===== config.mk =====
export PLATFORM = sky130hd
export DESIGN_NAME = aofp_top
export DESIGN_NICKNAME = d
export VERILOG_FILES = /design/src/core/aofp_fifo.sv /design/src/core/aofp_pkg.sv /design/src/core/aofp_top.sv
export SDC_FILE = /design/constraint.sdc
export NUM_CORES = 1
export LEC_CHECK = 0
export BUFFER_PORTS_ARGS = -buffer_cell sky130_fd_sc_hd__buf_2
export CAP_MARGIN = 10
export CORE_MARGIN = 3
export CORE_UTILIZATION = 40
export CTS_BUF_LIST = sky130_fd_sc_hd__clkbuf_8
export DETAILED_ROUTE_END_ITERATION = 8
export GPL_ROUTABILITY_DRIVEN = 0
export GPL_TIMING_DRIVEN = 0
export MAX_ROUTING_LAYER = met4
export SLEW_MARGIN = 0
export SYNTH_ARGS = -nofsm -noshare
export SYNTH_HDL_FRONTEND = slang
export SYNTH_SLANG_ARGS = --single-unit

===== constraint.sdc =====
create_clock -name clk_sys -period 6.5 [get_ports clk_sys]
set_input_delay 0.65 -clock clk_sys [delete_from_list [all_inputs] [get_ports clk_sys]]
set_output_delay 0.65 -clock clk_sys [all_outputs]
set_load 0.03 [all_outputs]

===== src/core/aofp_fifo.sv =====
// Empty unit: the buffer module is declared in the top module's file
`default_nettype none
`default_nettype wire


===== src/core/aofp_pkg.sv =====
// Package: register map, field positions, reset values and sample types
`default_nettype none
package aofp_pkg;
    // Widths
    localparam int RES_W = 18;
    localparam int OUT_W = 24;
    localparam int ADDR_W = 8;
    localparam int REG_W = 16;
    localparam int FIFO_DEPTH = 16;
    // Register offsets
    localparam logic [7:0] OFF_FORMAT = 8'h0D;
    localparam logic [7:0] OFF_SCRAMBLE = 8'h12;
    localparam logic [7:0] OFF_PAT_CTRL = 8'h13;
    localparam logic [7:0] OFF_PAT_W0_LOW = 8'h14;
    localparam logic [7:0] OFF_PAT_MIX = 8'h15;
    localparam logic [7:0] OFF_PAT_W1_HIGH = 8'h16;
    // Reset values
    localparam logic [15:0] RST_FORMAT = 16'h2002;
    localparam logic [15:0] RST_SCRAMBLE = 16'h0002;
    localparam logic [15:0] RST_PAT_CTRL = 16'h0000;
    localparam logic [15:0] RST_PAT_WORD = 16'h0000;
    // Field positions
    localparam int FMT_BIT = 13;
    localparam int GAIN_HI = 8;
    localparam int GAIN_LO = 7;
    localparam int XOR_BIT = 3;
    localparam int PEN_BIT = 1;
    localparam int PSEL_HI = 3;
    localparam int PSEL_LO = 2;
    localparam int INC_HI = 7;
    localparam int INC_LO = 4;
    localparam logic [1:0] GAIN_ALL_ON = 2'h3;
    // Pattern kinds
    typedef enum logic [1:0] {
        AOFP_PAT_FIX0 = 2'b00,
        AOFP_PAT_FIX1 = 2'b01,
        AOFP_PAT_RAMP = 2'b10,
        AOFP_PAT_ALT = 2'b11
    } aofp_pat_e;
    // Raw converter results, two's complement
    typedef struct packed {
        logic [RES_W-1:0] a;
        logic [RES_W-1:0] b;
    } aofp_raw_s;
    // Output words toward the host
    typedef struct packed {
        logic [OUT_W-1:0] a;
        logic [OUT_W-1:0] b;
    } aofp_out_s;
endpackage
`default_nettype wire


===== src/core/aofp_top.sv =====
// Output format, scramble and channel A test pattern register bank
//
// The implementer's own choice: the strobed register port.
`default_nettype none
// Contract
// - Format bit 13 of 0Dh picks straight binary (0) or two's complement (1).
// - Gain field bits 8-7 of 0Dh: 0 disables, 3 enables calibration everywhere.
// - Scramble bit 3 of 12h XORs each result with its own LSB.
// - Pattern enable bit 1 of 13h replaces channel A results by the pattern.
// - Select bits 3-2 of 13h: 0/1 fixed word 0, 2 ramp, 3 alternate.
// - Ramp advances by N+1 per step, N from bits 7-4 of 13h.
// - Register 14h holds low 16 bits of pattern word 0, read/write, reset 0.
// - Reset values: 0Dh 2002h, 12h 2h, 13h and 14h zero.
// - Pattern words are 24 bits, spread over 14h, 15h and 16h.
module aofp_top (
    // Clock and reset
    input wire logic clk_sys,
    input wire logic reset,
    // Register port
    input wire logic [aofp_pkg::ADDR_W-1:0] reg_addr,
    input wire logic [aofp_pkg::REG_W-1:0] reg_wdata,
    input wire logic reg_wr,
    input wire logic reg_rd,
    output logic [aofp_pkg::REG_W-1:0] reg_rdata,
    // Calibration control
    output logic gain_cal_en,
    // Converter results
    input wire logic samp_valid,
    output logic samp_ready,
    input wire aofp_pkg::aofp_raw_s samp_data,
    // Output lanes toward the host
    output logic out_valid,
    input wire logic out_ready,
    output aofp_pkg::aofp_out_s out_data
);
    localparam int RW = aofp_pkg::RES_W;
    localparam int OW = aofp_pkg::OUT_W;
    localparam int PW = $bits(aofp_pkg::aofp_out_s);

    logic [15:0] reg_format;
    logic [15:0] reg_scramble;
    logic [15:0] reg_pat_ctrl;
    logic [15:0] reg_w0_low;
    logic [15:0] reg_mix;
    logic [15:0] reg_w1_high;
    logic [OW-1:0] pat_word0;
    logic [OW-1:0] pat_word1;
    logic [OW-1:0] ramp_val;
    logic [OW-1:0] ramp_step;
    logic alt_sel;
    logic pat_on;
    aofp_pkg::aofp_pat_e pat_kind;
    logic [OW-1:0] pat_val;
    aofp_pkg::aofp_out_s proc;
    logic push;
    logic fifo_valid;
    logic fifo_pop;
    aofp_pkg::aofp_out_s fifo_data;

    ////////////////////////////////////////////////////////////////////////
    // Encode one result: format, then scramble and extend to the lane width
    function automatic logic [OW-1:0] encode(input logic [RW-1:0] raw,
                                             input logic twos, input logic scr);
        logic [RW-1:0] v;
        v = twos ? raw : {~raw[RW-1], raw[RW-2:0]};
        v = scr ? (v ^ {RW{v[0]}}) : v;
        return twos ? {{(OW-RW){v[RW-1]}}, v} : {{(OW-RW){1'b0}}, v};
    endfunction

    ////////////////////////////////////////////////////////////////////////
    // Register writes
    always_ff @(posedge clk_sys) begin
        if (reset) begin
            reg_format <= aofp_pkg::RST_FORMAT;
            reg_scramble <= aofp_pkg::RST_SCRAMBLE;
            reg_pat_ctrl <= aofp_pkg::RST_PAT_CTRL;
            reg_w0_low <= aofp_pkg::RST_PAT_WORD;
            reg_mix <= aofp_pkg::RST_PAT_WORD;
            reg_w1_high <= aofp_pkg::RST_PAT_WORD;
        end else if (reg_wr) begin
            if (reg_addr == aofp_pkg::OFF_FORMAT) begin
                reg_format <= reg_wdata;
            end else if (reg_addr == aofp_pkg::OFF_SCRAMBLE) begin
                reg_scramble <= reg_wdata;
            end else if (reg_addr == aofp_pkg::OFF_PAT_CTRL) begin
                reg_pat_ctrl <= reg_wdata;
            end else if (reg_addr == aofp_pkg::OFF_PAT_W0_LOW) begin
                reg_w0_low <= reg_wdata;
            end else if (reg_addr == aofp_pkg::OFF_PAT_MIX) begin
                reg_mix <= reg_wdata;
            end else if (reg_addr == aofp_pkg::OFF_PAT_W1_HIGH) begin
                reg_w1_high <= reg_wdata;
            end
        end
    end

    // Register reads, data one cycle after the strobe, unmapped reads zero
    always_ff @(posedge clk_sys) begin
        if (reset) begin
            reg_rdata <= 16'h0000;
        end else if (reg_rd) begin
            if (reg_addr == aofp_pkg::OFF_FORMAT) begin
                reg_rdata <= reg_format;
            end else if (reg_addr == aofp_pkg::OFF_SCRAMBLE) begin
                reg_rdata <= reg_scramble;
            end else if (reg_addr == aofp_pkg::OFF_PAT_CTRL) begin
                reg_rdata <= reg_pat_ctrl;
            end else if (reg_addr == aofp_pkg::OFF_PAT_W0_LOW) begin
                reg_rdata <= reg_w0_low;
            end else if (reg_addr == aofp_pkg::OFF_PAT_MIX) begin
                reg_rdata <= reg_mix;
            end else if (reg_addr == aofp_pkg::OFF_PAT_W1_HIGH) begin
                reg_rdata <= reg_w1_high;
            end else begin
                reg_rdata <= 16'h0000;
            end
        end else begin
            reg_rdata <= 16'h0000;
        end
    end

    // Calibration enable only for the all-on code
    always_ff @(posedge clk_sys) begin
        if (reset) begin
            gain_cal_en <= 1'b0;
        end else begin
            gain_cal_en <= reg_format[aofp_pkg::GAIN_HI:aofp_pkg::GAIN_LO]
                == aofp_pkg::GAIN_ALL_ON;
        end
    end

    ////////////////////////////////////////////////////////////////////////
    // Pattern generator
    assign pat_word0 = {reg_mix[7:0], reg_w0_low};
    assign pat_word1 = {reg_w1_high, reg_mix[15:8]};
    assign pat_on = reg_pat_ctrl[aofp_pkg::PEN_BIT];
    assign pat_kind = aofp_pkg::aofp_pat_e'(reg_pat_ctrl[aofp_pkg::PSEL_HI:aofp_pkg::PSEL_LO]);
    assign ramp_step = OW'(reg_pat_ctrl[aofp_pkg::INC_HI:aofp_pkg::INC_LO]) + OW'(1);
    assign push = samp_valid && samp_ready;

    always_comb begin
        case (pat_kind)
            aofp_pkg::AOFP_PAT_RAMP: pat_val = ramp_val;
            aofp_pkg::AOFP_PAT_ALT: pat_val = alt_sel ? pat_word1 : pat_word0;
            default: pat_val = pat_word0;
        endcase
    end

    // Ramp advances per output sample and wraps at the lane width
    always_ff @(posedge clk_sys) begin
        if (reset) begin
            ramp_val <= '0;
        end else if (push && pat_on && pat_kind == aofp_pkg::AOFP_PAT_RAMP) begin
            ramp_val <= OW'(ramp_val + ramp_step);
        end
    end

    // Alternate word select toggles per output sample
    always_ff @(posedge clk_sys) begin
        if (reset) begin
            alt_sel <= 1'b0;
        end else if (push && pat_on && pat_kind == aofp_pkg::AOFP_PAT_ALT) begin
            alt_sel <= ~alt_sel;
        end
    end

    ////////////////////////////////////////////////////////////////////////
    // Data path into the FIFO
    always_comb begin
        proc.b = encode(samp_data.b, reg_format[aofp_pkg::FMT_BIT],
            reg_scramble[aofp_pkg::XOR_BIT]);
        proc.a = pat_on ? pat_val : encode(samp_data.a, reg_format[aofp_pkg::FMT_BIT],
            reg_scramble[aofp_pkg::XOR_BIT]);
    end

    aofp_fifo #(
        .W(PW),
        .DEPTH(aofp_pkg::FIFO_DEPTH)
    ) u_fifo (
        .clk_sys(clk_sys),
        .reset(reset),
        .in_valid(samp_valid),
        .in_ready(samp_ready),
        .in_data(proc),
        .out_valid(fifo_valid),
        .out_ready(fifo_pop),
        .out_data(fifo_data)
    );

    // Output register stage
    assign fifo_pop = fifo_valid && (!out_valid || out_ready);

    always_ff @(posedge clk_sys) begin
        if (reset) begin
            out_valid <= 1'b0;
            out_data <= '0;
        end else if (fifo_pop) begin
            out_valid <= 1'b1;
            out_data <= fifo_data;
        end else if (out_ready) begin
            out_valid <= 1'b0;
        end
    end
endmodule

////////////////////////////////////////////////////////////////////////////
// Synchronous FIFO with valid and ready on both sides
module aofp_fifo #(
    parameter int W = 48,
    parameter int DEPTH = 16
) (
    // Clock and reset
    input wire logic clk_sys,
    input wire logic reset,
    // Fill side
    input wire logic in_valid,
    output logic in_ready,
    input wire logic [W-1:0] in_data,
    // Drain side
    output logic out_valid,
    input wire logic out_ready,
    output logic [W-1:0] out_data
);
    localparam int PW = $clog2(DEPTH);
    localparam int CW = $clog2(DEPTH + 1);
    localparam logic [CW-1:0] FULL = CW'(DEPTH);

    logic [W-1:0] mem [DEPTH];
    logic [PW-1:0] wptr;
    logic [PW-1:0] rptr;
    logic [CW-1:0] count;
    logic [CW-1:0] next_count;
    logic push;
    logic pop;

    assign push = in_valid && in_ready;
    assign pop = out_valid && out_ready;
    assign out_valid = count != '0;
    assign out_data = mem[rptr];
    assign next_count = count + CW'(push) - CW'(pop);

    ////////////////////////////////////////////////////////////////////////
    // Storage
    always_ff @(posedge clk_sys) begin
        if (push) begin
            mem[wptr] <= in_data;
        end
    end

    // Pointers, fill level and registered ready
    always_ff @(posedge clk_sys) begin
        if (reset) begin
            wptr <= '0;
            rptr <= '0;
            count <= '0;
            in_ready <= 1'b0;
        end else begin
            wptr <= push ? PW'(wptr + 1'b1) : wptr;
            rptr <= pop ? PW'(rptr + 1'b1) : rptr;
            count <= next_count;
            in_ready <= next_count != FULL;
        end
    end
endmodule
`default_nettype wire


======== Word-level counts from Yosys, hierarchy flattened ========
Memory sizes are Yosys's and may differ from the RTL's. A register that Yosys moved wholly into a read port is not among the register bits.
Index checks and enable logic that the tools add are counted.
storage, ports and cells
  bits in registers ....................... 153
  bits in latches ......................... 0
  memory bits (writable) .................. 768
  bits in read-only memories .............. 0
  bits of input ports ..................... 66
  output and inout bits ................... 67
  logic and storage cells ................. 79
  memories ................................ 1
memories
  name        depth  width  rd ports  clocked after memory_dff  wr ports  line             text
  u_fifo.mem  16     48     1         1                         1         aofp_top.sv:228  logic [W-1:0] mem [DEPTH];
cells by class
  $add $sub $neg .......................... 6
  multipliers ............................. 0
  divide/modulo/power cells ............... 0
  magnitude comparators ................... 0
  equal/unequal tests ..................... 10
  shifts and indexed selects .............. 0
  mux-type cells .......................... 19
  bitwise logic cells ..................... 11
  reductions and logical operators ........ 17
operators with widths
  operator               number
  $mux W16               6
  $mux W24               4
  $mux W18               4
  $pmux W24 S2           1
  $eq A8 B5 Y1 const B   5
  $xor A18 B18 Y18       2
  $add A24 B5 Y24        1
  $not A1 Y1             9
  $add A4 B1 Y4 const B  2
  $eq A8 B4 Y1 const B   1
  $reduce_and A7 Y1      1
  $eq A2 B2 Y1 const B   3
  $logic_and A1 B1 Y1    6
  $reduce_and A6 Y1      1
  $add A4 B1 Y5 const B  1
  $add A5 B1 Y5          1
  $ne A5 B5 Y1 const B   1
  $reduce_and A5 Y1      1
  $reduce_bool A5 Y1     1
  $sub A5 B1 Y5          1
  $mux W1                4
  $reduce_and A4 Y1      1
  $reduce_and A3 Y1      1
  $reduce_and A2 Y1      1
  4 further kinds        4

======== Longest topological paths before layout ========
  depth after elaboration ................. 7
  depth in mapped cells ................... 14
  gate-level depth less buffers ........... 13

======== Cells and area by module ========
From an unflattened synthesis, not the netlist that was laid out.
unflattened totals
  cells, all modules ...................... 2295
  area, all modules ....................... 38167.9 um^2
by module, submodules not included
  module     times used  cells each  area an instance (um^2)  seq. area each (um^2)
  aofp_fifo  1           1282        29550.8                  23422.5
  aofp_top   1           1013        8617.0                   3743.6

======== Worst setup path after synthesis ========
No wires, ideal clock.
  kind .................................... in2reg
  from .................................... input port samp_valid
  to ...................................... memory u_fifo.mem[3][0] (enable)
  library setup time ...................... 0.497 ns
  data arrival time ....................... 4.179 ns
  required time ........................... 6.003 ns
  setup slack ............................. 1.825 ns
  stages .................................. 4
  path buffers ............................ 1
  path through ............................ and2_1 -> clkbuf_1 -> nand2_1 -> nor3_1
between the ends
  longest elaborated chain between the ends .. 3
ends and longest elaborated chain
  element                        line             text
  start, declared                aofp_top.sv:28   input wire logic samp_valid,
  $logic_and A1 B1 Y1            -
  named net push                 aofp_top.sv:55   logic push;
  $mux W1                        aofp_top.sv:245  if (push) begin
  $mux W1 (implied by the code)  aofp_top.sv:246  mem[wptr] <= in_data;
  end, declared                  aofp_top.sv:228
The timed path passes the listed nets, and every way through them passes these cells.

======== Worst setup path after layout ========
  from .................................... register u_fifo.count[3]
  to ...................................... register u_fifo.in_ready
between the ends
  longest elaborated chain between the ends .. 5
  elaborated cells between the ends (all ways) .. 6
  classes of those cells .................. 2 x add/sub; 1 x eq/ne; 3 x reduce/logical
ends and longest elaborated chain
  element                 line             text
  start, declared         aofp_top.sv:231  logic [CW-1:0] count;
  start signal, assigned  aofp_top.sv:260  count <= next_count;
  $reduce_bool A5 Y1      aofp_top.sv:238  assign out_valid = count != '0;
  $logic_and A1 B1 Y1     aofp_top.sv:191  assign fifo_pop = fifo_valid && (!out_valid || out_ready);
  named net fifo_pop      aofp_top.sv:57   logic fifo_pop;
  $logic_and A1 B1 Y1     aofp_top.sv:237  assign pop = out_valid && out_ready;
  $sub A5 B1 Y5           aofp_top.sv:240  assign next_count = count + CW'(push) - CW'(pop);
  $ne A5 B5 Y1            aofp_top.sv:261  in_ready <= next_count != FULL;
  end signal, assigned    aofp_top.sv:256  in_ready <= 1'b0;
  end signal, assigned    aofp_top.sv:261
  end, declared           aofp_top.sv:217  output logic in_ready,
The timed path passes the listed nets, and every way through them passes these cells.
A chain may end at the register's enable or synchronous reset.

==> out/results.ini <==
[detailed_routing]
drtIter0Drc = 2053
ant_nets = 0
vias_per_cell = 5.55
drc = 0
dr_total_vias = 20925
drt_pre_antenna_iters = 6
wl_um = 92400
wl_per_cell_um = 24.5

[setup_path]
slowest_delay_ns = 0.86
cp.arrival_ns = 4.85
cp-start-kind = register
crit_fanout = 10
path_cells = inv_1 > ha_1 > nor4b_1 > nor2_1 > clkbuf_1 > ha_1 > inv_1 > ha_1 > fa_1 > a21oi_1 > o21bai_1 > xnor2_1 > nor4b_1 > a21oi_1
slowest_stage = nor4b_1
cp.required_ns = 7.15
path_class = register to register
cp-end-kind = register
cpMostUsedCell = ha_1

[synthesis]
netlist_instances = 2155
syn_nets = 2238
syn_area_um2 = 34900
seq_area_frac_synth_pct = 70.5
yosysWarnings = 0
synth_edf_count = 688
ys_ff_latch = 884
synthArstFlopShare_pct = 0
ys_types = 58
synthFlopType = edfxtp_1
synth.avg_cell_area_um2 = 16.2

[die]
fp-row-count = 107
ios = 133
die_width_um = 301
die-area_um2 = 90800
coreArea_um2 = 85800
die_h_um = 301
initial_utilization_pct = 40.6

[cells_and_area]
layout.nets = 2581
layout_common_cells = 688 x edfxtp_1, 196 x dfxtp_1, 180 x buf_2
layout.area.seq_um2 = 24600
final_common_cell = edfxtp_1
fillCellCount = 7350
fin_util_pct = 47.7
area_growth_pct = 17.3
multi_input_area_um2 = 9630
final_cells = 3771
layout-drive-gt1-share_pct = 25.6

[clock_network]
cts_max_path_buffers = 3
cts_made_buffers = 148
clk_pin_slew_worst_paths_ns = 0.07
cts_hold_buf = 0
cts_tree = yes
htree_levels = 4
post_cts_resized = 0
cts_setup_buffers = 0
cts.sinks = 884
worstSkewPairLatency_ns = 0.80
root_buffer = clkbuf_8

[sta]
setup_viol = 0
drv_slew = 0
skew_ns = 0.0564
max_freq_mhz = 238
tightest_slew_ns = 1.16
slew_headroom_pct = 22.3
finalHoldViolations = 0
min_period_ns = 4.20
fin_crit_sh_pct = 64.6
whs_ns = 0.178
rsz0062_at_grt = false
final.setup.worst_slack_ns = 2.30

[global_routing]
grt_pass1_vias = 21103
grt_max_degree = 23
antenna_found_initial = 8
grt_overflow_total = 0
grtUsageTotal_pct = 21.1
grt_pass1_wl_um = 137000

[min_path]
hp-class = input port to register

[placed_design]
hpwl_um = 63600
placed_cells = 3485
pre_cts_ws_ns = 2.39
io_buffers = 130

[pwr]
p_leak_uw = 0.0138
power_density_nw_per_um2 = 356
peakVddDrop_uv = 179

[job]
cap_viol_max_count = 0

[run_status]
outcome = finished clean

power breakdown:
group	switching, uW	internal (uW)	total (uW)
Clock	2250	2490	4740
Combinational	1900	1450	3350
Sequential	157	6320	6480
Total	4310	10300	14600
metal layers:
| layer | part of all wire (%) | wire [um] | GRT usage, % |
|---|---|---|---|
| met3 | 7.0 | 6450 | 3.58 |
| met4 | 2.5 | 2280 | 6.49 |
| met5 | 0 | 0 | - |
| met2 | 49 | 45100 | 33.5 |
| met1 | 42 | 38600 | 27.9 |
Yosys cell counts, drive strengths merged (14+ instances only):
cell type	instances	area, um2
a211oi	47	358
inv	17	63.8
nor4	43	269
clkbuf	63	240
o21ai	64	320
o211ai	17	128
buf	79	472
a21oi	68	340
dfxtp	196	3920
nor2b	50	313
nor2	166	628
mux4	172	3870
nor3	25	140
ha	15	188
nand2	150	563
xor2	33	289
o22ai	75	469
xnor2	31	272
edfxtp	688	20700
a22oi	14	105
mux2i	66	661
through the flow:
stage               total power [uW]  setup TNS [ns]  cell area [um2]
floorplan                       8940               0            34900
global placement                9910         -244.47            37000
detailed placement              9980               0            38000
CTS                            14700               0            40800
global route                   15200               0            40900
finish                         14600               0            40900
critical path, delay by kind of cell (launching register included):
family | cells | cell delay, ns
fa+ha+maj | 4 | 1.22
flops | 1 | 0.32
xor+xnor | 1 | 0.15
buf+inv | 3 | 0.58
simple gates | 3 | 1.43
compound gates | 3 | 0.35
cells by family (layout without fill, tap and decap cells):
| group | Yosys count | count (layout) | share of synthesized area, % |
|---|---|---|---|
| AOI/OAI and AO/OA | 298 | 298 | 5.26 |
| xor gates and xnor gates | 64 | 64 | 1.61 |
| adders and majority gates | 17 | 17 | 0.653 |
| buffers and inverters | 159 | 624 | 2.22 |
| DFF | 884 | 884 | 70.5 |
| muxes | 238 | 238 | 13.0 |
| other | 0 | 7 | 0 |
| and+or+nand+nor | 495 | 495 | 6.78 |
state kept, by name, indices dropped and copies added (netlist names), 4 cells and up:
register / cells
u_fifo.mem: 688
out_data: 43
ramp_val: 24
reg_format: 16
reg_mix: 16
reg_pat_ctrl: 16
reg_rdata: 16
reg_scramble: 16
reg_w0_low: 16
reg_w1_high: 16
u_fifo.count: 5
u_fifo.rptr: 4
u_fifo.wptr: 4
final cells by class:
cell class / count / share of cell area, %
Sequential cell: 884 / 60.1
Multi-Input combinational cell: 1112 / 23.5
Clock buffer: 170 / 5.72
Timing Repair Buffer: 193 / 3.91
Tap cell: 1144 / 3.50
Buffer: 142 / 1.74
Clock inverter: 102 / 1.31
Inverter: 17 / 0.156
Antenna cell: 7 / 0.0428
path summary, 6_finish.rpt:
path / cells after the start / start / slack (ns) / end
setup / recovery: 14 / u_fifo.count[3] / 2.30 / u_fifo.in_ready
hold / removal: 3 / reg_wdata[14] / 0.18 / reg_pat_ctrl[14]
hold reg to reg: 2 / reg_scramble[5] / 0.45 / reg_scramble[5]
setup reg to reg: 14 / u_fifo.count[3] / 2.30 / u_fifo.in_ready
Power figures use the tool's default switching activity.
